`src/design/serial_channel_defs.svh`:
```
/*
  constants for the async serial channel: register offsets, field
  positions, reset values and sampling counts.
  assumes inclusion by bare name from the design module and the testbench.
*/
`ifndef SERIAL_CHANNEL_DEFS_SVH
`define SERIAL_CHANNEL_DEFS_SVH

// register byte offsets on the axi4-lite slave
`define OFS_MODE        8'h00
`define OFS_ERR         8'h04
`define OFS_TXSTAT      8'h08
`define OFS_RXBUF       8'h0C
`define OFS_TXBUF       8'h10

// serial_mode_reg field positions
`define MODE_UNIT_EN    7
`define MODE_TX_EN      6
`define MODE_RX_EN      5
`define MODE_PAR_HI     4
`define MODE_PAR_LO     3
`define MODE_CHAR_LEN   2
`define MODE_STOP_LEN   1
`define MODE_ERR_ROUTE  0

// rx_error_flags field positions
`define ERR_PARITY      2
`define ERR_FRAMING     1
`define ERR_OVERRUN     0

// tx_status_flags field positions
`define TXS_BUF_FULL    1
`define TXS_SHIFT_BUSY  0

// reset values
`define MODE_RST        8'h01
`define BUF_RST         8'hFF

// ticks of the baud enable per bit, and mid-bit sampling point
`define TICKS_PER_BIT   16
`define TICK_MID        8

// axi response codes
`define RESP_OKAY       2'b00
`define RESP_SLVERR     2'b10

`endif

```
`src/design/serial_channel_pkg.sv`:
```
/*
  types for the async serial channel.
  assumes serial_channel_defs.svh is on the include path.
*/
package serial_channel_pkg;
  // parity modes in the mode register
  typedef enum logic [1:0] {
    PAR_NONE = 2'b00,
    PAR_ZERO = 2'b01,
    PAR_ODD  = 2'b10,
    PAR_EVEN = 2'b11
  } parity_mode_t;

  // transmit sequencer, gray coded along start-data-parity-stop
  typedef enum logic [2:0] {
    TX_IDLE   = 3'b000,
    TX_START  = 3'b001,
    TX_DATA   = 3'b011,
    TX_PARITY = 3'b010,
    TX_STOP   = 3'b110
  } tx_state_t;

  // receive sequencer, gray coded along start-data-parity-stop
  typedef enum logic [2:0] {
    RX_IDLE   = 3'b000,
    RX_START  = 3'b001,
    RX_DATA   = 3'b011,
    RX_PARITY = 3'b010,
    RX_STOP   = 3'b110
  } rx_state_t;
endpackage

```
`src/design/serial_channel.sv`:
```
/*
  async serial channel: full duplex transmitter and receiver with a
  double buffered transmit path, three interrupt pulses and an
  axi4-lite register slave.
  assumes i_baud_tick is a one-cycle enable at 16x the bit rate from an
  outside baud generator, and that i_rx_line is already synchronous.
*/
// Operation
// - three interrupts, priority rx done, tx, error; code has no priority, three separate lines
// - rx done pulse when frame reaches buffer
// - errors go to error or done irq
// - route 0 error irq, route 1 done
// - no rx done irq while rx disabled
// - error irq is or of errors, enabled
// - tx done after 7 or 8 bit frame
// - start, data lsb first, parity, stop
// - transmitter and receiver run independently
// - char length 7 or 8, bit7 zero
// - stop length for tx; rx checks one
// - unit enable drives line idle high
// - tx enable gates; buffer write starts tx
// - buffer loads shifter, start bit first
// - tx done with last stop bit
// - no new data means line idles
// - no tx done from reset
// - next byte accepted once shifting starts
// - buffer full flag gates writes; a write while full overwrites tx_buffer
// - shift busy while frame in flight
// - flags go 10, 11, 01
// - flags 00 after enable, then sequence
// - falling edge, start confirmed mid bit
// - shift bits at rate, one irq/frame
// - even/odd parity error on ones count
`timescale 1ns/1ps
`default_nettype none
`include "serial_channel_defs.svh"

module serial_channel
  import serial_channel_pkg::*;
#(
  parameter int DATA_W = 8                    // character register width
) (
  input  wire logic        i_clk,             // base clock, 40 mhz
  input  wire logic        i_rst,             // async reset, active high
  input  wire logic        i_baud_tick,       // 16x bit rate enable
  input  wire logic        i_rx_line,         // serial input
  output logic             o_tx_line,         // serial output
  output logic             o_rx_done_irq,     // receive complete pulse
  output logic             o_tx_done_irq,     // transmit complete pulse
  output logic             o_rx_err_irq,      // receive error pulse
  input  wire logic [7:0]  i_awaddr,          // write address
  input  wire logic        i_awvalid,         // write address valid
  output logic             o_awready,         // write address ready
  input  wire logic [31:0] i_wdata,           // write data
  input  wire logic [3:0]  i_wstrb,           // write byte strobes
  input  wire logic        i_wvalid,          // write data valid
  output logic             o_wready,          // write data ready
  output logic [1:0]       o_bresp,           // write response
  output logic             o_bvalid,          // write response valid
  input  wire logic        i_bready,          // write response ready
  input  wire logic [7:0]  i_araddr,          // read address
  input  wire logic        i_arvalid,         // read address valid
  output logic             o_arready,         // read address ready
  output logic [31:0]      o_rdata,           // read data
  output logic [1:0]       o_rresp,           // read response
  output logic             o_rvalid,          // read data valid
  input  wire logic        i_rready           // read data ready
);

  // whole module state in one record
  typedef struct packed {
    logic [7:0]        mode;       // serial_mode_reg
    logic [2:0]        err;        // rx_error_flags
    logic [DATA_W-1:0] rx_buffer;  // received character
    logic [DATA_W-1:0] tx_buffer;  // pending character
    logic              buf_full;   // tx_buf_full
    logic              shift_busy; // tx_shift_busy
    logic              rx_unread;  // rx_buffer not yet read
    tx_state_t         tx_st;      // transmit sequencer
    logic [DATA_W-1:0] tx_shift;   // transmit shifter
    logic [3:0]        tx_tick;    // ticks within tx bit
    logic [2:0]        tx_bit;     // tx bit index
    logic              tx_stop2;   // second stop pending
    logic              tx_line;    // line level
    rx_state_t         rx_st;      // receive sequencer
    logic [DATA_W-1:0] rx_shift;   // receive shifter
    logic [3:0]        rx_tick;    // ticks within rx bit
    logic [2:0]        rx_bit;     // rx bit index
    logic              rx_par;     // running ones parity
    logic              rx_prev;    // last line level
    logic              irq_rx;     // rx done pulse
    logic              irq_tx;     // tx done pulse
    logic              irq_err;    // rx error pulse
    logic              aw_got;     // address latched
    logic              w_got;      // data latched
    logic [7:0]        awaddr;     // held write address
    logic [31:0]       wdata;      // held write data
    logic [3:0]        wstrb;      // held strobes
    logic              bvalid;     // write response pending
    logic [1:0]        bresp;      // write response code
    logic              rvalid;     // read data pending
    logic [31:0]       rdata;      // read data
    logic [1:0]        rresp;      // read response code
  } state_t;

  state_t st_r;   // registered state
  state_t st_nxt; // next state

  // last character bit index from mode, 6 or 7
  function automatic logic [2:0] last_bit(input logic [7:0] m);
    last_bit = m[`MODE_CHAR_LEN] ? 3'd7 : 3'd6;
  endfunction

  // odd-ones parity over the active character bits
  function automatic logic ones_odd(input logic [DATA_W-1:0] d, input logic [7:0] m);
    ones_odd = m[`MODE_CHAR_LEN] ? ^d : ^d[6:0];
  endfunction

  // next-state logic for bus, transmitter and receiver
  always_comb begin
    logic          unit_en;
    logic          tx_en;
    logic          rx_en;
    parity_mode_t  pmode;
    logic          do_wr;
    logic          bit_end_tx;
    logic          mid_rx;
    logic          frame_err;
    logic          par_err;
    logic [2:0]    new_err;
    logic [DATA_W-1:0] rx_char;
    unit_en    = 1'b0;
    tx_en      = 1'b0;
    rx_en      = 1'b0;
    pmode      = PAR_NONE;
    do_wr      = 1'b0;
    bit_end_tx = 1'b0;
    mid_rx     = 1'b0;
    frame_err  = 1'b0;
    par_err    = 1'b0;
    new_err    = 3'b000;
    rx_char    = '0;
    st_nxt     = st_r;

    unit_en = st_r.mode[`MODE_UNIT_EN];
    tx_en   = unit_en & st_r.mode[`MODE_TX_EN];
    rx_en   = unit_en & st_r.mode[`MODE_RX_EN];
    pmode   = parity_mode_t'(st_r.mode[`MODE_PAR_HI:`MODE_PAR_LO]);

    // interrupt pulses last one cycle
    st_nxt.irq_rx  = 1'b0;
    st_nxt.irq_tx  = 1'b0;
    st_nxt.irq_err = 1'b0;

    // axi write: take address and data in either order
    if (i_awvalid && !st_r.aw_got) begin
      st_nxt.aw_got = 1'b1;
      st_nxt.awaddr = i_awaddr;
    end
    if (i_wvalid && !st_r.w_got) begin
      st_nxt.w_got = 1'b1;
      st_nxt.wdata = i_wdata;
      st_nxt.wstrb = i_wstrb;
    end
    do_wr = st_r.aw_got && st_r.w_got && !st_r.bvalid;
    if (do_wr) begin
      st_nxt.aw_got = 1'b0;
      st_nxt.w_got  = 1'b0;
      st_nxt.bvalid = 1'b1;
      st_nxt.bresp  = `RESP_OKAY;
      unique case (st_r.awaddr)
        `OFS_MODE: begin
          if (st_r.wstrb[0]) st_nxt.mode = st_r.wdata[7:0];
        end
        `OFS_TXBUF: begin
          // ignored while transmit disabled
          if (st_r.wstrb[0] && tx_en) begin
            st_nxt.tx_buffer = st_r.wdata[DATA_W-1:0];
            st_nxt.buf_full  = 1'b1;
          end
        end
        `OFS_ERR, `OFS_TXSTAT, `OFS_RXBUF: begin
          // read-only, write dropped
        end
        default: st_nxt.bresp = `RESP_SLVERR;
      endcase
    end
    if (st_r.bvalid && i_bready) st_nxt.bvalid = 1'b0;

    // axi read: answer one cycle after the address is taken
    if (i_arvalid && !st_r.rvalid) begin
      st_nxt.rvalid = 1'b1;
      st_nxt.rresp  = `RESP_OKAY;
      st_nxt.rdata  = 32'h0000_0000;
      unique case (i_araddr)
        `OFS_MODE:   st_nxt.rdata[7:0] = st_r.mode;
        `OFS_ERR: begin
          st_nxt.rdata[2:0] = st_r.err;
          st_nxt.err        = 3'b000; // cleared by read
        end
        `OFS_TXSTAT: begin
          st_nxt.rdata[`TXS_BUF_FULL]   = st_r.buf_full;
          st_nxt.rdata[`TXS_SHIFT_BUSY] = st_r.shift_busy;
        end
        `OFS_RXBUF: begin
          st_nxt.rdata[DATA_W-1:0] = st_r.rx_buffer;
          st_nxt.rx_unread         = 1'b0;
        end
        `OFS_TXBUF:  st_nxt.rdata[DATA_W-1:0] = st_r.tx_buffer;
        default:     st_nxt.rresp = `RESP_SLVERR;
      endcase
    end
    if (st_r.rvalid && i_rready) st_nxt.rvalid = 1'b0;

    // transmitter, independent of the receiver
    bit_end_tx = i_baud_tick && (st_r.tx_tick == 4'(`TICKS_PER_BIT - 1));
    if (i_baud_tick && st_r.tx_st != TX_IDLE)
      st_nxt.tx_tick = st_r.tx_tick + 4'd1;
    if (!tx_en) begin
      // disabled: flags clear, line idles high while unit on
      st_nxt.tx_st      = TX_IDLE;
      st_nxt.buf_full   = 1'b0;
      st_nxt.shift_busy = 1'b0;
      st_nxt.tx_line    = 1'b1;
    end else begin
      unique case (st_r.tx_st)
        TX_IDLE: begin
          st_nxt.tx_line = 1'b1;
          if (st_r.buf_full) begin
            // move buffer into shifter and open with the start bit
            st_nxt.tx_shift   = st_r.tx_buffer;
            st_nxt.buf_full   = 1'b0;
            st_nxt.shift_busy = 1'b1;
            st_nxt.tx_line    = 1'b0;
            st_nxt.tx_tick    = 4'd0;
            st_nxt.tx_st      = TX_START;
          end
        end
        TX_START: begin
          if (bit_end_tx) begin
            st_nxt.tx_line = st_r.tx_shift[0];
            st_nxt.tx_bit  = 3'd0;
            st_nxt.tx_st   = TX_DATA;
          end
        end
        TX_DATA: begin
          if (bit_end_tx) begin
            if (st_r.tx_bit == last_bit(st_r.mode)) begin
              if (pmode == PAR_NONE) begin
                st_nxt.tx_line  = 1'b1;
                st_nxt.tx_stop2 = st_r.mode[`MODE_STOP_LEN];
                st_nxt.tx_st    = TX_STOP;
              end else begin
                unique case (pmode)
                  PAR_EVEN: st_nxt.tx_line = ones_odd(st_r.tx_shift, st_r.mode);
                  PAR_ODD:  st_nxt.tx_line = ~ones_odd(st_r.tx_shift, st_r.mode);
                  default:  st_nxt.tx_line = 1'b0;
                endcase
                st_nxt.tx_st = TX_PARITY;
              end
            end else begin
              st_nxt.tx_bit  = st_r.tx_bit + 3'd1;
              st_nxt.tx_line = st_r.tx_shift[st_r.tx_bit + 3'd1];
            end
          end
        end
        TX_PARITY: begin
          if (bit_end_tx) begin
            st_nxt.tx_line  = 1'b1;
            st_nxt.tx_stop2 = st_r.mode[`MODE_STOP_LEN];
            st_nxt.tx_st    = TX_STOP;
          end
        end
        TX_STOP: begin
          if (bit_end_tx) begin
            if (st_r.tx_stop2) begin
              st_nxt.tx_stop2 = 1'b0;
            end else begin
              // frame ends with last stop bit; irq only from shifting
              st_nxt.irq_tx = 1'b1;
              st_nxt.tx_st  = TX_IDLE;
              if (st_r.buf_full) begin
                // back to back: next start bit right away
                st_nxt.tx_shift = st_r.tx_buffer;
                st_nxt.buf_full = 1'b0;
                st_nxt.tx_line  = 1'b0;
                st_nxt.tx_tick  = 4'd0;
                st_nxt.tx_st    = TX_START;
              end else begin
                st_nxt.shift_busy = 1'b0;
              end
            end
          end
        end
        default: st_nxt.tx_st = TX_IDLE;
      endcase
    end
    if (!unit_en) st_nxt.tx_line = 1'b1;

    // receiver
    mid_rx = i_baud_tick && (st_r.rx_tick == 4'(`TICK_MID - 1));
    if (i_baud_tick) begin
      st_nxt.rx_prev = i_rx_line;
      if (st_r.rx_st != RX_IDLE) st_nxt.rx_tick = st_r.rx_tick + 4'd1;
    end
    if (!rx_en) begin
      // disabled: stop at once, buffers kept, flags kept unless unit off, no irqs
      st_nxt.rx_st = RX_IDLE;
      if (!unit_en) st_nxt.err = 3'b000;
    end else begin
      unique case (st_r.rx_st)
        RX_IDLE: begin
          if (i_baud_tick && st_r.rx_prev && !i_rx_line) begin
            st_nxt.rx_tick = 4'd1;
            st_nxt.rx_st   = RX_START;
          end
        end
        RX_START: begin
          if (mid_rx) begin
            // still low at mid point: genuine start
            if (!i_rx_line) begin
              st_nxt.rx_st    = RX_DATA;
              st_nxt.rx_bit   = 3'd0;
              st_nxt.rx_shift = '0;
              st_nxt.rx_par   = 1'b0;
            end else begin
              st_nxt.rx_st = RX_IDLE;
            end
          end
        end
        RX_DATA: begin
          if (mid_rx) begin
            // lsb arrives first
            st_nxt.rx_shift[st_r.rx_bit] = i_rx_line;
            st_nxt.rx_par = st_r.rx_par ^ i_rx_line;
            if (st_r.rx_bit == last_bit(st_r.mode)) begin
              st_nxt.rx_st = (pmode == PAR_NONE) ? RX_STOP : RX_PARITY;
            end else begin
              st_nxt.rx_bit = st_r.rx_bit + 3'd1;
            end
          end
        end
        RX_PARITY: begin
          if (mid_rx) begin
            st_nxt.rx_par = st_r.rx_par ^ i_rx_line;
            st_nxt.rx_st  = RX_STOP;
          end
        end
        RX_STOP: begin
          if (mid_rx) begin
            // only the first stop bit is checked
            frame_err = !i_rx_line;
            par_err   = ((pmode == PAR_EVEN) && st_r.rx_par) ||
                        ((pmode == PAR_ODD) && !st_r.rx_par);
            new_err[`ERR_FRAMING] = frame_err;
            new_err[`ERR_PARITY]  = par_err;
            new_err[`ERR_OVERRUN] = st_r.rx_unread;
            st_nxt.err = st_nxt.err | new_err;
            rx_char = st_r.rx_shift;
            if (!st_r.mode[`MODE_CHAR_LEN]) rx_char[DATA_W-1] = 1'b0;
            if (!st_r.rx_unread) begin
              st_nxt.rx_buffer = rx_char;
              st_nxt.rx_unread = 1'b1;
            end
            if (new_err != 3'b000) begin
              // error routing by err_irq_route
              if (st_r.mode[`MODE_ERR_ROUTE]) st_nxt.irq_rx = 1'b1;
              else                             st_nxt.irq_err = 1'b1;
            end else begin
              st_nxt.irq_rx = 1'b1;
            end
            st_nxt.rx_st = RX_IDLE;
          end
        end
        default: st_nxt.rx_st = RX_IDLE;
      endcase
    end
  end

  // state register, reset restores all buffers and flags
  always_ff @(posedge i_clk or posedge i_rst) begin
    if (i_rst) begin
      st_r           <= '0;
      st_r.mode      <= `MODE_RST;
      st_r.rx_buffer <= `BUF_RST;
      st_r.tx_buffer <= `BUF_RST;
      st_r.tx_st     <= TX_IDLE;
      st_r.rx_st     <= RX_IDLE;
      st_r.tx_line   <= 1'b1;
      st_r.rx_prev   <= 1'b1;
    end else begin
      st_r <= st_nxt;
    end
  end

  // outputs; the three irqs are separate lines, priority is the cpu's
  assign o_tx_line     = st_r.tx_line;
  assign o_rx_done_irq = st_r.irq_rx;
  assign o_tx_done_irq = st_r.irq_tx;
  assign o_rx_err_irq  = st_r.irq_err;
  assign o_awready     = !st_r.aw_got;
  assign o_wready      = !st_r.w_got;
  assign o_bvalid      = st_r.bvalid;
  assign o_bresp       = st_r.bresp;
  assign o_arready     = !st_r.rvalid;
  assign o_rvalid      = st_r.rvalid;
  assign o_rdata       = st_r.rdata;
  assign o_rresp       = st_r.rresp;

endmodule
`default_nettype wire

```
`config.mk`:
```
export PLATFORM = sky130hd
export DESIGN_NAME = serial_channel
export DESIGN_NICKNAME = d
export VERILOG_FILES = /design/src/design/serial_channel_pkg.sv /design/src/design/serial_channel.sv
export VERILOG_INCLUDE_DIRS = /design/src /design/src/design
export SDC_FILE = /design/constraint.sdc
export NUM_CORES = 1
export LEC_CHECK = 0
export BUFFER_PORTS_ARGS = -buffer_cell sky130_fd_sc_hd__buf_2
export CORE_MARGIN = 5
export CORE_UTILIZATION = 60
export DETAILED_ROUTE_END_ITERATION = 6
export GPL_TIMING_DRIVEN = 0
export PLACE_DENSITY = 0.86
export SLEW_MARGIN = 0
export SYNTH_ARGS = -nofsm -noshare
export SYNTH_HDL_FRONTEND = slang
export SYNTH_SLANG_ARGS = --single-unit
```
`constraint.sdc`:
```
create_clock -name i_clk -period 7 [get_ports i_clk]
set_clock_uncertainty 0.1 [all_clocks]
set_input_delay 1.4 -clock i_clk [delete_from_list [all_inputs] [get_ports i_clk]]
set_output_delay 1.4 -clock i_clk [all_outputs]
set_load 0.05 [all_outputs]
```
==> Word-level counts from Yosys, hierarchy flattened <==
Index checks and enable logic that the tools add are counted.
{ "totals": {"latch_bits": 0, "output_inout_bits": 45, "ram_bits": 0, "rom_bits": 0, "memories": 0, "register_bits": 106, "in_bits": 61, "elab_cells": 274} }
{ "classes": {"n_eq_ne": 59, "n_reduce_logical": 57, "add_sub_neg": 4, "n_bitwise": 6, "div": 0, "mul": 0, "magnitude_cmp": 3, "n_mux": 113, "n_shift": 0} }
{ "op_table": {"columns": ["op", "count"], "rows": [
  ["$mux W3", 19],
  ["$mux W1", 45],
  ["$mux W15", 3],
  ["$mux W11", 4],
  ["$ne A3 B3 Y1 const B", 14],
  ["$mux W35", 1],
  ["$eq A8 B4 Y1 const B", 4],
  ["$mux W4", 8],
  ["$mux W8", 4],
  ["$ne A2 B2 Y1 const B", 15],
  ["$pmux W3 S5", 2],
  ["$ne A4 B4 Y1 const B", 6],
  ["$pmux W12 S2", 1],
  ["$reduce_and A6 Y1", 4],
  ["$reduce_and A7 Y1", 3],
  ["$mux W2", 10],
  ["$eq A8 B3 Y1 const B", 2],
  ["$eq A8 B5 Y1 const B", 2],
  ["$logic_and A1 B1 Y1", 16],
  ["$logic_not A8 Y1", 2],
  ["$pmux W8 S2", 1],
  ["$pmux W5 S3", 1],
  ["$reduce_and A5 Y1", 3],
  ["$reduce_bool A3 Y1", 5],
  ["other kinds (39)", 67]
]} }

==> Longest topological paths before layout <==
Gate-level depths: netlist of run 1.
{ "depth": {"word_depth": 10, "depth_mapped": 9, "depth_no_buf": 7} }

==> Worst setup path before layout of run 1 <==
Ideal clock, no wire load.
{ "synth_path": {"kind": "input port to flip-flop", "startpoint": "input port i_araddr[0]", "endpoint": "register st_r[146] in the netlist's numbering", "arrival_time_ns": 2.840, "n_path_buf": 0, "slack_ns": 3.941, "stages": 5, "setup_time_ns": 0.119, "required_ns": 6.781, "cell_sequence": "or4_4 or3_4 or3b_4 a21oi_1 nor2b_1"} }
{ "synth_rtl": {"columns": ["item", "line_no", "text"], "rows": [
  ["from (decl)", "serial_channel.sv:61", "input wire logic [7:0] i_araddr,"],
  ["to (signal assigned)", "serial_channel.sv:392", "st_r <= st_nxt;"],
  ["to (decl)", "serial_channel.sv:106", "state_t st_r;"]
]} }

==> Worst setup path in the final report of run 1 <==
{ "layout_path": {"startpoint": "input port i_baud_tick", "endpoint": "register st_r[138] in the netlist's numbering"} }
{ "layout_between": {"elab_chain_len": 2} }
{ "layout_lines": {"columns": ["item", "line_no", "text"], "rows": [
  ["from (decl)", "serial_channel.sv:45", "input wire logic i_baud_tick,"],
  ["$logic_and A1 B1 Y1", "serial_channel.sv:301", "mid_rx = i_baud_tick && (st_r.rx_tick == 4'(`TICK_MID - 1));"],
  ["$reduce_and A4 Y1 (no source line)", null, null]
]} }
Every way passes these cells.
A chain may end at the register's enable or synchronous reset.

==> flow_summary_export.csv, run 1 <==
group,metric,value,unit
outcome,status,"finished clean",
floorplanning,die_h,105,um
placed_design,dp_slack,3.60,ns
timing,max_freq,329,MHz
grt,grt_pass1_vias,4031,
route,drcViolationCount,0,
timing,maxSlewViolCount,0,
logic_synthesis,synthCells,514,
grt,antenna_found_initial,0,
clocking,cts_resized,0,
placed_design,placedCellCount,697,
route,vias,4061,
power,power.leakage,2.86,nW
floorplanning,die_x,105,um
layout,fin_util,69.7,%
logic_synthesis,synth.largest_area_cell,"dfrtp_1",
floorplanning,dieArea,11000,sq um
logic_synthesis,synth_edf_count,0,
worst_hold_path,min-delay-start,"o_rdata[2]$_DFFE_PP0P_",
timing,whs,0.391,ns
logic_synthesis,synth_seq_area_share,48.8,%
worst_hold_path,hold_depth,2,
route,wl_per_cell,16.1,um
clocking,cts_hold_buf,0,
worst_setup_path,max_stage_delay,0.47,ns
timing,min_period_over_period,43.5,%
logic_synthesis,async_reset_ff_share,100,%
run,cap_viol_max_count,0,
route,drt_pass1_iterations,5,
worst_setup_path,crit_arrival,3.24,ns
worst_hold_path,hold_class,"register to register",
clocking,clk_pin_slew,0.10,ns
clocking,cts_sinks,104,
power,powerDensity,230,nW/um^2
timing,max_slew_margin,52.2,%
worst_setup_path,cp_cell_sequence,"buf_2 -> nand4b_1 -> nor2_1 -> nand4_1 -> nor2_2 -> mux2_2",
worst_setup_path,crit_fanout,9,
logic_synthesis,ys_types,54,
clocking,cts_tree,"done",
clocking,postCtsSetupRepairBufs,0,
worst_setup_path,path_class,"input port to register",
grt,grt_pass1_wl,19500,um
floorplanning,pin_count,106,
worst_setup_path,r2r_start,"st_r[92]$_DFF_PP0_",
layout,nFillCells,658,
clocking,cts.htree.levels,3,
timing,tightest_slew,0.717,ns
timing,setup_slack,3.96,ns
worst_setup_path,r2r-end,"st_r[138]$_DFFE_PP1P_",
timing,finalSetupViolCount,0,
clocking,clk_path_buf_depth,2,
timing,setup_tns,0,ns
grt,grt_overflow_total,0,
floorplanning,start_util,61.6,%
route,postRouteAntennaNets,0,
layout,fin_cells,713,
clocking,clk_latency,0.36,ns
worst_setup_path,endpoint_kind,"register",
layout,syn2layout_area_growth,13.1,%
floorplanning,coreArea,8720,sq um
worst_setup_path,required,7.20,ns
placed_design,dpl.hpwl,8520,um
worst_setup_path,slowest_stage,"nor2_2",
grt,grt_max_degree,62,
logic_synthesis,synth-seq-cells,104,
worst_setup_path,worstSetupStartpointType,"input port",
worst_setup_path,ff2ff_path_depth,6,
placed_design,io_buffers,49,
grt,gr-usage-all-layers,21.4,%
route,drt_wl_total,11500,um
clocking,clock-root-buffer,"clkbuf_8",
logic_synthesis,yosys-top-cells-area,"dfrtp_1 (40%), mux2_2 (10%), dfstp_2 (9.3%)",
floorplanning,rows,34,
layout,insertedDiodeCount,0,
logic_synthesis,yosys_warnings,0,
timing,rsz0062_at_grt,"no",
route,drt_iter0_drc,186,
worst_setup_path,r2r_slack,4.64,ns
worst_hold_path,hold_end,"o_rdata[2]$_DFFE_PP0P_",
placed_design,gp_congestion,0.881,
timing,period_needed,3.04,ns
layout,nNetsFinal,665,
power,ir_worst_vdd,0.251,mV
layout,drive_gt1_share,31.2,%
route,viasPerCell,5.70,
timing,hold_viol,0,
logic_synthesis,avgSynthCellArea,10.5,sq um
logic_synthesis,syn_area,5380,sq um
logic_synthesis,ys.flop_type,"dfrtp_1",
logic_synthesis,synth_top_area_share,39.6,%
clocking,cts_buffers,9,
[power by group]
group          leakage [nW]  total, W  internal (W)  switching (W)
registers              1.27  0.000736      0.000675      0.0000613
logic                  1.49  0.000283      0.000115       0.000168
clock network         0.101  0.000381      0.000169       0.000211
[cell usage after synthesis, drive strengths merged (3+ instances only)]
| cell type | instances |
|---|---|
| a211oi | 5 |
| a21o | 3 |
| a21oi | 26 |
| a22o | 16 |
| a31oi | 4 |
| and2 | 3 |
| and3 | 4 |
| buf | 44 |
| clkbuf | 16 |
| dfrtp | 85 |
| dfstp | 19 |
| ha | 4 |
| inv | 24 |
| mux2 | 50 |
| mux2i | 11 |
| mux4 | 3 |
| nand2 | 38 |
| nand3 | 16 |
| nand3b | 3 |
| nand4 | 5 |
| nor2 | 36 |
| nor2b | 10 |
| nor3 | 7 |
| o21ai | 33 |
| or3 | 4 |
| xnor2 | 10 |
| xor2 | 5 |
[worst max-delay path, delay by kind of cell]
kind	cells	cell delay (ns)
muxes	1	0.40
buffers and inverters	1	0.20
and+or+nand+nor	4	1.22
[flip-flops by register name (all words and copies together) (netlist names)]
signal	cells
o_rx_err_irq	1
st_r	88
o_tx_line	1
o_rresp	1
o_bresp	1
o_bvalid	1
o_rx_done_irq	1
o_rdata	8
o_rvalid	1
o_tx_done_irq	1
[kinds of logic (layout without fill, tap and decap cells)]
kind of cell,Yosys count,after routing,share of synthesized area (%)
compound gates,102,102,11.9
xor+xnor,16,16,2.86
fa+ha+maj,4,4,0.931
buf+inv,84,150,8.66
flops,104,104,48.8
mux,64,64,13.8
other cells,1,26,0.0697
simple gates,139,139,12.9
[layer usage]
layer / global-route usage (%) / vias to the layer above / share of wire [%]
met5: 0 / - / 0
met3: 5.49 / 20 / 7.8
met2: 34.8 / 178 / 48
li1: - / 1912 / -
met1: 28.4 / 1951 / 43
met4: 6.48 / 0 / 1.2
[cell type report]
type	count	area, sq um	area share [%]
Sequential cell	104	2630	43.2
Clock buffer	9	124	2.04
Timing Repair Buffer	50	273	4.48
Inverter	24	92.6	1.52
Clock inverter	7	77.6	1.28
Buffer	60	375	6.17
Tap cell	108	135	2.22
Multi-Input combinational cell	351	2380	39.1
[worst max path at each step]
stage	start	endpoint
2_1_floorplan	i_rst	o_bresp[1]$_DFFE_PP0P_
3_3_place_gp	i_rst	st_r[124]$_DFFE_PP0P_
3_5_place_dp	i_baud_tick	st_r[138]$_DFFE_PP1P_
4_1_cts	i_baud_tick	st_r[138]$_DFFE_PP1P_
5_1_grt	i_baud_tick	st_r[121]$_DFFE_PP0P_
6_report	i_baud_tick	st_r[138]$_DFFE_PP1P_
[cells in the final DEF, fill, tap and decap left out, types with 16 or more instances in the layout]
cell type	synthesis	layout
buf_2	6	55
nand3_1	16	16
a22o_1	16	16
conb_1	1	26
dfstp_2	19	19
clkbuf_1	16	16
a21oi_1	26	26
buf_4	38	38
nor2_1	35	35
nand2_1	38	38
inv_1	24	23
mux2_2	50	50
o21ai_0	33	33
dfrtp_1	85	85
[stage by stage]
stage	power, W	cell area, sq um
finish	0.00140	6080
global route	0.00147	6080
CTS	0.00141	6080
detailed placement	0.00103	5880
global placement	0.00101	5850
floorplan	0.000955	5470
Power figures use the tool's default switching activity.
==> run 2: changes to the inputs <==
- CORE_UTILIZATION: 60 -> 55
- PLACE_DENSITY: 0.86 -> 0.8
- clock period: 7 -> 3.2 ns (I/O delays scaled with it)
==> flow_summary_export.csv, run 2 (same netlist as run 1, synthesis figures left out) <==
group,metric,value,unit
clocking,clk_pin_slew,0.10,ns
power,clkPwrFrac,26.7,%
worst_setup_path,required,3.38,ns
floorplanning,dieArea,11900,sq um
layout,insertedDiodeCount,0,
timing,tightest_slew,0.668,ns
clocking,cts_buffers,9,
timing,min_period_over_period,73.3,%
timing,maxSlewViolCount,0,
floorplanning,die_h,109,um
power,powerDensity,497,nW/um^2
route,postRouteAntennaNets,0,
route,wl_per_cell,15.5,um
route,drt_pass1_iterations,4,
worst_setup_path,crit_arrival,2.53,ns
timing,finalSetupViolCount,0,
clocking,cts_tree,"done",
clocking,clk_path_buf_depth,2,
layout,seqCellArea,2630,sq um
clocking,cts_resized,0,
layout,regMostFlops,"st_r",
worst_setup_path,max_stage_delay,0.40,ns
placed_design,io_buffers,49,
power,combPwrFrac,20.4,%
timing,setup_tns,0,ns
layout,largest_reg_flops,88,
worst_setup_path,path_class,"register to register",
clocking,cts_hold_buf,0,
power,p_int,0.00209,W
power,p_sw_share,31.1,%
placed_design,gp_congestion,0.859,
route,vias,3975,
timing,rsz0062_at_grt,"no",
clocking,clk_latency,0.37,ns
placed_design,dpl.hpwl,8540,um
timing,max_slew_margin,55.4,%
floorplanning,rows,36,
layout,final_common_cell,"dfrtp_1",
clocking,cts.htree.levels,3,
layout,final_cell_mix,"dfrtp_1 (85), buf_2 (55), mux2_2 (50), nand2_1 (38), buf_4 (38)",
timing,max_freq,426,MHz
worst_setup_path,crit_fanout,10,
power,p_seq_share,52.9,%
floorplanning,die_x,109,um
grt,antenna_found_initial,0,
layout,fin_area,6110,sq um
route,drt_iter0_drc,261,
clocking,clock-root-buffer,"clkbuf_8",
floorplanning,coreArea,9640,sq um
power,ir_worst_vdd,0.531,mV
grt,gr-usage-all-layers,20.3,%
grt,grt_overflow_total,0,
layout,nFillCells,813,
worst_setup_path,cp_cell_sequence,"ha_1 -> nand4_1 -> nor2_1 -> a21o_1 -> buf_2 -> and3_1 -> buf_2 -> nand3_1 -> o21ai_0",
floorplanning,pin_count,106,
power,power.leakage,2.86,nW
grt,grt_pass1_vias,3912,
placed_design,placed_cell_area,5930,sq um
floorplanning,start_util,55.8,%
layout,nNetsFinal,666,
power,p_sw,0.000947,W
grt,grt_pass1_wl,19000,um
route,drt_wl_total,11400,um
clocking,postCtsSetupRepairBufs,0,
run,cap_viol_max_count,0,
worst_setup_path,worstSetupStartpointType,"register",
worst_setup_path,endpoint_kind,"register",
timing,hold_viol,0,
worst_setup_path,critPathTopFamily,"simple AND/OR/NAND/NOR gates",
layout,drive_gt1_share,31.0,%
route,viasPerCell,5.38,
layout,syn2layout_area_growth,13.7,%
worst_hold_path,hold_class,"input port to async pin",
grt,grt_max_degree,45,
worst_setup_path,slowest_stage,"dfrtp_1",
outcome,status,"finished clean",
worst_setup_path,path_buf_inv,2,
route,drcViolationCount,0,
clocking,cts_sinks,104,
timing,period_needed,2.35,ns
worst_setup_path,cpMostUsedCell,"buf_2",
layout,multi_input_area,2380,sq um
-- run 2: area by class of cell --
cell class	instances	share of cell area (%)
Sequential cell	104	43.0
Multi-Input combinational cell	351	38.9
Buffer	60	6.14
Timing Repair Buffer	51	4.67
Tap cell	133	2.72
Clock buffer	11	2.15
Inverter	24	1.53
Clock inverter	5	0.921
-- run 2: power by group through the flow --
stage | combinational [W] | clock (W) | sequential (W)
2_1_floorplan | 0.000482 | 0 | 0.00161
3_3_place_gp | 0.000595 | 0 | 0.00161
3_5_place_dp | 0.000624 | 0 | 0.00163
4_1_cts | 0.000625 | 0.000831 | 0.00161
5_1_grt | 0.000669 | 0.000896 | 0.00163
6_report | 0.000620 | 0.000811 | 0.00161
-- run 2: path summary, 6_finish.rpt --
| kind | from | to | slack, ns | cells after the start |
|---|---|---|---|---|
| worst min-delay path | i_rst | o_bvalid$_DFFE_PP0P_ | 0.25 | 2 |
| min in group i_clk | i_bready | o_bvalid$_DFFE_PP0P_ | 0.33 | 2 |
| worst max register to register | st_r[112]$_DFF_PP0_ | st_r[122]$_DFFE_PP0P_ | 0.85 | 9 |
| worst max-delay path | st_r[112]$_DFF_PP0_ | st_r[122]$_DFFE_PP0P_ | 0.85 | 9 |
| max in group asynchronous | i_rst | st_r[140]$_DFFE_PP1P_ | 2.04 | 3 |
| worst min register to register | o_bresp[1]$_DFFE_PP0P_ | o_bresp[1]$_DFFE_PP0P_ | 0.39 | 1 |
-- run 2: routing by layer --
layer  global-route usage, %  part of all wire, %
met1                    27.3                   44
met2                    32.3                   46
met3                    5.51                  8.0
met4                    5.86                  1.3
met5                       0                    0
-- run 2: metrics by stage --
stage	utilization, %	instances	power [W]	hold slack, ns	setup WS [ns]
floorplan	-	539	0.00209	0.351	0.896
global placement	61.1	721	0.00221	0.365	0.585
detailed placement	61.5	723	0.00225	0.371	0.581
CTS	63.4	739	0.00306	0.251	0.870
global route	63.4	739	0.00319	0.267	0.699
finish	63.4	739	0.00304	0.251	0.853
